**config.mk**
```make
export PLATFORM = sky130hd
export DESIGN_NAME = ueb_buffer_map_resume
export DESIGN_NICKNAME = d
export VERILOG_FILES = /design/src/verilog/ueb_pkg.sv /design/src/verilog/ueb_buffer_map_resume.sv
export SDC_FILE = /design/constraint.sdc
export NUM_CORES = 1
export LEC_CHECK = 0
export BUFFER_PORTS_ARGS = -buffer_cell sky130_fd_sc_hd__clkbuf_2
export CORE_UTILIZATION = 50
export DETAILED_ROUTE_END_ITERATION = 16
export GPL_TIMING_DRIVEN = 1
export PLACE_DENSITY = 0.8
export SLEW_MARGIN = 20
export SYNTH_ARGS = -nofsm -noshare
export SYNTH_HDL_FRONTEND = slang
export SYNTH_SLANG_ARGS = --single-unit
```
**constraint.sdc**
```tcl
create_clock -name clk_sys -period 5.1 [get_ports clk_sys]
set_input_delay 0.255 -clock clk_sys [delete_from_list [all_inputs] [get_ports clk_sys]]
set_output_delay 0.255 -clock clk_sys [all_outputs]
set_load 0.01 [all_outputs]
```
**src/verilog/ueb_pkg.sv**
```systemverilog
`default_nettype none
package ueb_pkg;
    // Directly addressed registers
    localparam logic [11:0] UEB_ADDR_SUBDATA = 12'hF5A;
    localparam logic [11:0] UEB_ADDR_RESUME_CTL = 12'hF5F;

    // Subaddress selector codes
    localparam logic [7:0] UEB_SA_OUT1 = 8'h01;
    localparam logic [7:0] UEB_SA_OUT2 = 8'h02;
    localparam logic [7:0] UEB_SA_OUT3 = 8'h03;
    localparam logic [7:0] UEB_SA_IN_BASE = 8'h08;
    localparam logic [7:0] UEB_SA_IN1 = 8'h09;
    localparam logic [7:0] UEB_SA_IN2 = 8'h0A;
    localparam logic [7:0] UEB_SA_IN3 = 8'h0B;

    // Resume control fields
    localparam int UEB_BIT_REMOTE_RESUME_START = 0;
    localparam int UEB_BIT_RESUME_IRQ_ENABLE = 1;
    localparam logic [7:0] UEB_RESUME_CTL_RST = 8'h00;

    // Values after reset
    localparam logic [7:0] UEB_OUT1_RST = 8'h20;
    localparam logic [7:0] UEB_OUT2_RST = 8'h40;
    localparam logic [7:0] UEB_OUT3_RST = 8'h60;
    localparam logic [6:0] UEB_IN_BASE_RST = 7'h04;
    localparam logic [7:0] UEB_IN1_RST = 8'h20;
    localparam logic [7:0] UEB_IN2_RST = 8'h40;
    localparam logic [7:0] UEB_IN3_RST = 8'h60;

    // Idle time measured before a remote resume, least time
    localparam int UEB_CLK_PERIOD_NS = 10;
    localparam int UEB_IDLE_TIME_NS = 10000;
    localparam int UEB_IDLE_CYCLES =
        (UEB_IDLE_TIME_NS + UEB_CLK_PERIOD_NS - 1) / UEB_CLK_PERIOD_NS;
    localparam logic [9:0] UEB_IDLE_LAST = 10'(UEB_IDLE_CYCLES - 1);

    typedef enum logic [1:0] {
        UEB_ST_IDLE = 2'b01,
        UEB_ST_TIMING = 2'b10
    } ueb_state_e;
endpackage
`default_nettype wire

```
**src/verilog/ueb_buffer_map_resume.sv**
```systemverilog
`timescale 1ns/1ns
`default_nettype none
// Function
// With enable clear, only host resume interrupts; needs no PLL clock.
// With enable set, remote resume interrupts after idle timing completes.
// Writing wake-up 1 starts remote resume; 0 starts nothing.
// Hardware clears wake-up once waking with the USB clock running.
// Software should set the interrupt enable along with wake-up.
// Control bits 7:2 read zero; software writes them zero.
// OUT endpoint 0 buffer always starts at address zero.
// OUT address is zero, start value, zero: two-byte steps.
// OUT size is twice the difference of consecutive start values.
// Software sets unused OUT start values to zero.
// OUT 1..3 start values reset to 20h, 40h, 60h.
// Start address subregisters take writes and read back zero.
// OUT 1..3 start values sit at subaddress 01h, 02h, 03h.
// IN region base at subaddress 08h; top bit written zero.
// IN 1..3 start values sit at subaddress 09h, 0Ah, 0Bh.
// IN region base shifted left two gives IN endpoint 0 address.
// Top OUT size is twice (twice base minus its start value).
// IN address is base address plus start value shifted left one.
// IN size is twice the difference of consecutive start values.
// Software sets unused IN start values to zero.
// IN 1..3 start values reset to 20h, 40h, 60h.
// Subdata portal reaches the subregister the selector names.
// Start values are held and drive buffer addresses.
module ueb_buffer_map_resume
    import ueb_pkg::*;
(
    // Clock and reset
    input wire logic clk_sys,
    input wire logic arst_n,
    // Register port
    input wire logic [11:0] cpu_addr,
    input wire logic cpu_wr,
    input wire logic cpu_rd,
    input wire logic [7:0] cpu_wdata,
    output logic [7:0] cpu_rdata,
    input wire logic [7:0] subaddress_selector,
    output logic subdata_hit,
    // Resume
    input wire logic host_resume_pin,
    input wire logic usb_clk_running,
    output logic resume_irq,
    output logic remote_resume_active,
    // Buffer map
    output logic [3:0][9:0] out_buf_addr,
    output logic [3:0][9:0] out_buf_size,
    output logic [3:0][9:0] in_buf_addr,
    output logic [2:0][9:0] in_buf_size
);

    ////////////////////////////////////////////////////////////////////////
    logic [1:0] sync_a;
    logic [1:0] sync_b;
    logic host_resume_q;
    logic host_rise;
    logic usb_clk_ok;
    logic resume_irq_enable;
    logic remote_resume_start;
    ueb_state_e state;
    logic [9:0] idle_cnt;
    logic timing_done;
    logic ctl_wr;
    logic sub_wr;
    logic [7:0] out_start [1:3];
    logic [7:0] in_start [1:3];
    logic [6:0] in_base;

    assign ctl_wr = cpu_wr && cpu_addr == UEB_ADDR_RESUME_CTL;
    assign sub_wr = cpu_wr && cpu_addr == UEB_ADDR_SUBDATA;

    ////////////////////////////////////////////////////////////////////////
    // Pin inputs, two flops each
    always_ff @(posedge clk_sys or negedge arst_n)
    begin
        if (!arst_n)
        begin
            sync_a <= 2'h0;
            sync_b <= 2'h0;
            host_resume_q <= 1'b0;
        end
        else
        begin
            sync_a <= {usb_clk_running, host_resume_pin};
            sync_b <= sync_a;
            host_resume_q <= sync_b[0];
        end
    end

    assign usb_clk_ok = sync_b[1];
    // Host resume needs no PLL clock: only the system clock samples it
    assign host_rise = sync_b[0] && !host_resume_q;

    ////////////////////////////////////////////////////////////////////////
    // Resume control register
    always_ff @(posedge clk_sys or negedge arst_n)
    begin
        if (!arst_n)
            resume_irq_enable <= UEB_RESUME_CTL_RST[UEB_BIT_RESUME_IRQ_ENABLE];
        else if (ctl_wr)
            resume_irq_enable <= cpu_wdata[UEB_BIT_RESUME_IRQ_ENABLE];
    end

    // Software write wins over the hardware clear so a new start is kept
    always_ff @(posedge clk_sys or negedge arst_n)
    begin
        if (!arst_n)
            remote_resume_start <= UEB_RESUME_CTL_RST[UEB_BIT_REMOTE_RESUME_START];
        else if (ctl_wr)
            remote_resume_start <= cpu_wdata[UEB_BIT_REMOTE_RESUME_START];
        else if (state == UEB_ST_IDLE && usb_clk_ok)
            remote_resume_start <= 1'b0;
    end

    ////////////////////////////////////////////////////////////////////////
    // Idle timing for a remote resume
    always_ff @(posedge clk_sys or negedge arst_n)
    begin
        if (!arst_n)
        begin
            state <= UEB_ST_IDLE;
            idle_cnt <= 10'h000;
        end
        else
        begin
            case (state)
                UEB_ST_IDLE:
                begin
                    idle_cnt <= 10'h000;
                    if (remote_resume_start && usb_clk_ok)
                        state <= UEB_ST_TIMING;
                end
                UEB_ST_TIMING:
                begin
                    idle_cnt <= idle_cnt + 10'h001;
                    if (idle_cnt == UEB_IDLE_LAST)
                        state <= UEB_ST_IDLE;
                end
                default:
                    state <= UEB_ST_IDLE;
            endcase
        end
    end

    assign timing_done = state == UEB_ST_TIMING && idle_cnt == UEB_IDLE_LAST;
    assign remote_resume_active = state == UEB_ST_TIMING;

    always_ff @(posedge clk_sys or negedge arst_n)
    begin
        if (!arst_n)
            resume_irq <= 1'b0;
        else
            resume_irq <= host_rise
                || (timing_done && resume_irq_enable); // see R1
    end

    ////////////////////////////////////////////////////////////////////////
    // Start address subregisters, written through the portal
    genvar i;
    generate
        for (i = 1; i <= 3; i++)
        begin : g_start
            localparam logic [7:0] SA_OUT = UEB_SA_OUT1 + 8'(i - 1);
            localparam logic [7:0] SA_IN = UEB_SA_IN1 + 8'(i - 1);
            localparam logic [7:0] OUT_RST = (i == 1) ? UEB_OUT1_RST
                : (i == 2) ? UEB_OUT2_RST : UEB_OUT3_RST;
            localparam logic [7:0] IN_RST = (i == 1) ? UEB_IN1_RST
                : (i == 2) ? UEB_IN2_RST : UEB_IN3_RST;
            always_ff @(posedge clk_sys or negedge arst_n)
            begin
                if (!arst_n)
                begin
                    out_start[i] <= OUT_RST;
                    in_start[i] <= IN_RST;
                end
                else if (sub_wr)
                begin
                    if (subaddress_selector == SA_OUT)
                        out_start[i] <= cpu_wdata; // see R13
                    if (subaddress_selector == SA_IN)
                        in_start[i] <= cpu_wdata; // see R15
                end
            end
            assign out_buf_addr[i] = {1'b0, out_start[i], 1'b0};
            assign in_buf_addr[i] = {1'b0, in_base, 2'b00}
                + {1'b0, in_start[i], 1'b0};
            assign in_buf_size[i - 1] =
                in_buf_addr[i] - in_buf_addr[i - 1];
            if (i < 3)
            begin : g_out_size
                assign out_buf_size[i] =
                    out_buf_addr[i + 1] - out_buf_addr[i];
            end
        end
    endgenerate

    // Bit 7 of the base is reserved; it is dropped, not stored
    always_ff @(posedge clk_sys or negedge arst_n)
    begin
        if (!arst_n)
            in_base <= UEB_IN_BASE_RST;
        else if (sub_wr && subaddress_selector == UEB_SA_IN_BASE)
            in_base <= cpu_wdata[6:0];
    end

    assign out_buf_addr[0] = 10'h000;
    assign out_buf_size[0] = out_buf_addr[1] - out_buf_addr[0];
    assign out_buf_size[3] = in_buf_addr[0] - out_buf_addr[3];
    assign in_buf_addr[0] = {1'b0, in_base, 2'b00};

    ////////////////////////////////////////////////////////////////////////
    // Read path
    always_comb
    begin
        case (subaddress_selector)
            UEB_SA_OUT1, UEB_SA_OUT2, UEB_SA_OUT3, UEB_SA_IN_BASE,
            UEB_SA_IN1, UEB_SA_IN2, UEB_SA_IN3:
                subdata_hit = cpu_addr == UEB_ADDR_SUBDATA;
            default:
                subdata_hit = 1'b0;
        endcase
    end

    // Subregisters here are write-only: a portal read returns zero
    always_ff @(posedge clk_sys or negedge arst_n)
    begin
        if (!arst_n)
            cpu_rdata <= 8'h00;
        else if (cpu_rd)
        begin
            if (cpu_addr == UEB_ADDR_RESUME_CTL)
                cpu_rdata <= {6'h00, resume_irq_enable,
                    remote_resume_start};
            else
                cpu_rdata <= 8'h00;
        end
    end

    // Independent count of timing cycles, too long for a plain delay
    logic [10:0] chk_timing_len;

    always_ff @(posedge clk_sys or negedge arst_n)
    begin
        if (!arst_n)
            chk_timing_len <= 11'h000;
        else if (state == UEB_ST_TIMING)
            chk_timing_len <= chk_timing_len + 11'h001;
        else
            chk_timing_len <= 11'h000;
    end
endmodule
`default_nettype wire

```
# Word-level counts from Yosys, hierarchy flattened
# Cells that the tools add are included.
# Widths: inputs -> output; s select.
# classes
n_addsub,10
eq_ne,14
mux,8
n_reduce_logical,20
# op_table
cell,count
$eq 8x4->1 const B,4
$add 9x9->10,3
$sub 9x9->10,3
$eq 12x12->1 const B,2
$pmux 10 s2,1
$sub 10x10->10,2
$eq 8x2->1 const B,2
$reduce_and 2->1,7
$add 10x1->10 const B,1
$eq 10x10->1 const B,1
$sub 10x9->10,1
$eq 8x1->1 const B,1
$logic_and 1x1->1,8
$reduce_or 7->1,1
$mux 2,3
$ne 2x1->1 const B,2
$pmux 2 s2,1
$reduce_bool 2->1,2
$mux 1,3
$eq 2x1->1 const B,1
$eq 2x2->1 const B,1
$logic_not 1->1,1
$logic_or 1x1->1,1
# totals
ff_bits,83
in_bits,34
output_inout_bits,161
wordCells,68

# Longest topological paths before layout
# logic_depth
word_depth,4
depth_mapped,13
depth_no_buf,13

# Worst setup path after synthesis
# OpenSTA, ideal clock, no wires.
# synth_timing
kind,reg-to-output
start,register in_base[0]
end,output in_buf_size[29] in the netlist's numbering
arrival_time_ps,3398
required_time_ps,4845
setup_slack_ps,1447
stages_incl_launch_ff,13
n_path_buf,0
cell_sequence,dfrtp_1 -> ha_1 -> fa_1 -> a21o_1 -> a21oi_1 -> xnor2_1 -> inv_1 -> ha_1 -> a21oi_1 -> o21ai_0 -> maj3_1 -> maj3_1 -> xnor2_1
# synth_rtl
item,line_no,source
start: declaration,ueb_buffer_map_resume.sv:68,logic [6:0] in_base;
start signal: assignment,ueb_buffer_map_resume.sv:204,in_base <= cpu_wdata[6:0];
end: declaration,ueb_buffer_map_resume.sv:50,output logic [2:0][9:0] in_buf_size

==> impl_metrics.toml <==
[status]
outcome = "finished, final reports clean"

[detailed_routing]
wl_per_cell_um = 13.9
vias_per_cell = 5.11
drt_iter0_drc = 130
drt-pass1-iter-count = 5
drt-total-wl_um = 13200
via_count = 4868
antenna_left = 0
post-route-drc-count = 0

[global_routing]
grt-ovfl-total = 0
grt_pass1_wl_um = 21900
first_global_vias = 4582
track_usage_pct = 21.7
grt_max_degree = 78
antenna_found_initial = 0

[yosys]
synth_top_area_share_pct = 27.4
synth.distinct_cells = 48
synth_edf_count = 0
synth_area_leader_cell = "dfrtp_1"
seq_area_frac_synth_pct = 31.7
netlist_instances = 648
async_flop_share_pct = 100
synth.most_common_cell = "inv_1"
synthTopCellsByCount = "inv_1, dfrtp_1, ha_1"
netlist_top_cells_area = "dfrtp_1, ha_1, mux2_2"
netlist_area_um2 = 6130
yosysWarnings = 0
syn_area_per_cell_um2 = 9.45
synth-seq-cells = 77
synth_ff_type = "dfrtp_1"

[power_and_ir_drop]
intPower_mw = 1.06
p_leak_nw = 3.91
seqPwrFrac_pct = 45.2
p_per_area_nw_per_um2 = 189
comb_power_share_pct = 3.9
vdd_drop_max_mv = 0.196
switching_share_pct = 22.1
p_switching_mw = 0.300
pwr-share-clk_pct = 50.9

[min_path]
hp-start = "host_resume_pin"
hp-class = "in2reg"

[job]
max-cap-violations = 0

[cells_and_area]
design_area_um2 = 7210
fin_cells = 952
areaGrowthSynthToFinish_pct = 17.6
diodes = 0
final_nets = 908
drive_gt1_share_pct = 29.8
post-route-util_pct = 60.3

[clock_tree]
cts_buffer_depth = 2
cts_max_level = 3
cts.sinks = 77
worstSkewPairLatency_ps = 340
cts_tree = "done"
clk_pin_slew_ps = 60
cts_buffers = 9
post-cts-setup-buffers = 0
clock_tree.root_cell = "clkbuf_16"

[placed_design]
place_area_um2 = 6850
placed_cells = 934
hpwl_um = 10500
place.gp.congestion = 0.838
io_buffers = 158

[setup_path]
cp-startpoint = "in_base[0]$_DFFE_PN0P_"
crit_required_ps = 4850
critical_path.max_fanout = 8
worstPathArrival_ps = 3990
critPathKind = "reg2out"
crit_family = "adder cells"
path_cells = "ha_1 > fa_1 > a21o_1 > a21oi_1 > xnor2_1 > inv_1 > ha_1 > a21oi_1 > o21ai_0 > maj3_1 > maj3_1 > xnor2_1 > clkbuf_2"
cpPeakStageDelay_ps = 490
timing.rr.start = "state[0]$_DFFE_PN1P_"
path_buf_inv = 2
endpoint_kind = "output pin"
slowest_stage = "dfrtp_1"
start_kind = "register"

[timing]
hold_viol_final = 0
post-route-period-util_pct = 83.2
setup_tns_ps = 0
rsz0062_at_grt = "no"
max_freq_mhz = 236
final_max_slew_viol_count = 0
skew_ps = 6.44
maxSlewHeadroom_pct = 36.9
worst_pin_slew_ps = 944
setup_viol_count_final = 0
fin_crit_ps = 4240
finalHoldWorstSlack_ps = 19.5

[floorplan]
floorplan.die_area_um2 = 12700
die_w_um = 113
rows = 40
fp.dieH_um = 113
io_pins = 195
initial_core_util_pct = 51.2
core_area_um2 = 12000
-- layout by cell type (no fill, tap or decap), types with 6 or more instances in the layout --
cell type / n
mux2_2: 47
ha_1: 65
o21bai_1: 7
clkbuf_16: 9
xnor2_1: 32
a21oi_1: 36
nor3_1: 9
nand2b_1: 6
nand3_1: 8
dfrtp_1: 67
o21ai_0: 35
nand2_1: 40
dfstp_2: 10
nor2b_1: 9
xor2_1: 25
clkbuf_2: 157
conb_1: 36
nor2_1: 33
fa_1: 9
a21o_1: 21
inv_1: 81
-- power by group through the flow --
stage	clock, mW	sequential (mW)	combinational, mW
final	0.692	0.615	0.0523
after global routing	0.731	0.614	0.0598
after CTS	0.706	0.615	0.0505
after detailed placement	0	0.626	0.0506
after global placement	0	0.626	0.0496
after floorplan	0	0.626	0.0360
-- worst reg2reg max path, stage by stage, from the launching register on --
cell,delay [ps]
dfstp_2,550
inv_1,40
ha_1,410
nor4bb_1,490
nand3_1,150
xor2_1,160
nor2_1,60
-- kinds of logic after synthesis --
group           after synthesis  synth area share [%]
xor+xnor                     57                  8.15
simple gates                125                  9.95
other cells                   1                0.0612
fa+ha+maj                    78                  16.9
compound gates              125                  13.0
flops                        77                  31.7
mux                          49                  8.97
buf+inv                     136                  11.3
-- cell type report --
cell class | instances | area [um2]
multi-input combinational | 470 | 3620
timing repair buffer | 161 | 831
clock inverter | 7 | 100
clock buffer | 9 | 225
fill | 1036 | 4750
inverter | 81 | 304
sequential | 77 | 1940
tap | 147 | 184
-- flip-flops by register name, indices dropped and copies added (netlist names), 2 cells and up --
register	count
in_base	7
sync_a	2
cpu_rdata	2
state	2
sync_b	2
in_start	24
out_buf_addr	24
idle_cnt	10
-- per-stage QoR --
step | worst slack [ps] | power, mW
2_1_floorplan | 1450 | 0.662
3_3_place_gp | 1300 | 0.675
3_5_place_dp | 1230 | 0.676
4_1_cts | 842 | 1.37
5_1_grt | 605 | 1.41
6_report | 856 | 1.36
-- routing by layer --
layer / vias to the layer above / part of all wire (%) / track usage (%)
met3: 20 / 5.4 / 5.24
met2: 160 / 49 / 38.1
met5: - / 0 / 0
li1: 2430 / - / -
met1: 2258 / 44 / 27.0
met4: 0 / 1.4 / 4.89
-- what timing repair did --
action / in CTS / in global routing
hold buffers: 0 / 1
gates resized for setup: 0 / 0
hold endpoints to repair: 0 / 37
-- path summary, 6_finish.rpt --
kind | to | slack (ps) | cells after the start
worst max register to register | idle_cnt[8]$_DFFE_PN0P_ | 3120 | 6
max in group asynchronous | in_start[6]$_DFFE_PN1P_ | 4000 | 3
min in group asynchronous | cpu_rdata[0]$_DFFE_PN0P_ | 440 | 2
worst min-delay path | sync_a[0]$_DFF_PN0_ | 20 | 1
worst max-delay path | in_buf_size[29] | 860 | 13
worst min register to register | sync_b[0]$_DFF_PN0_ | 350 | 0
Power figures use the tool's default switching activity.
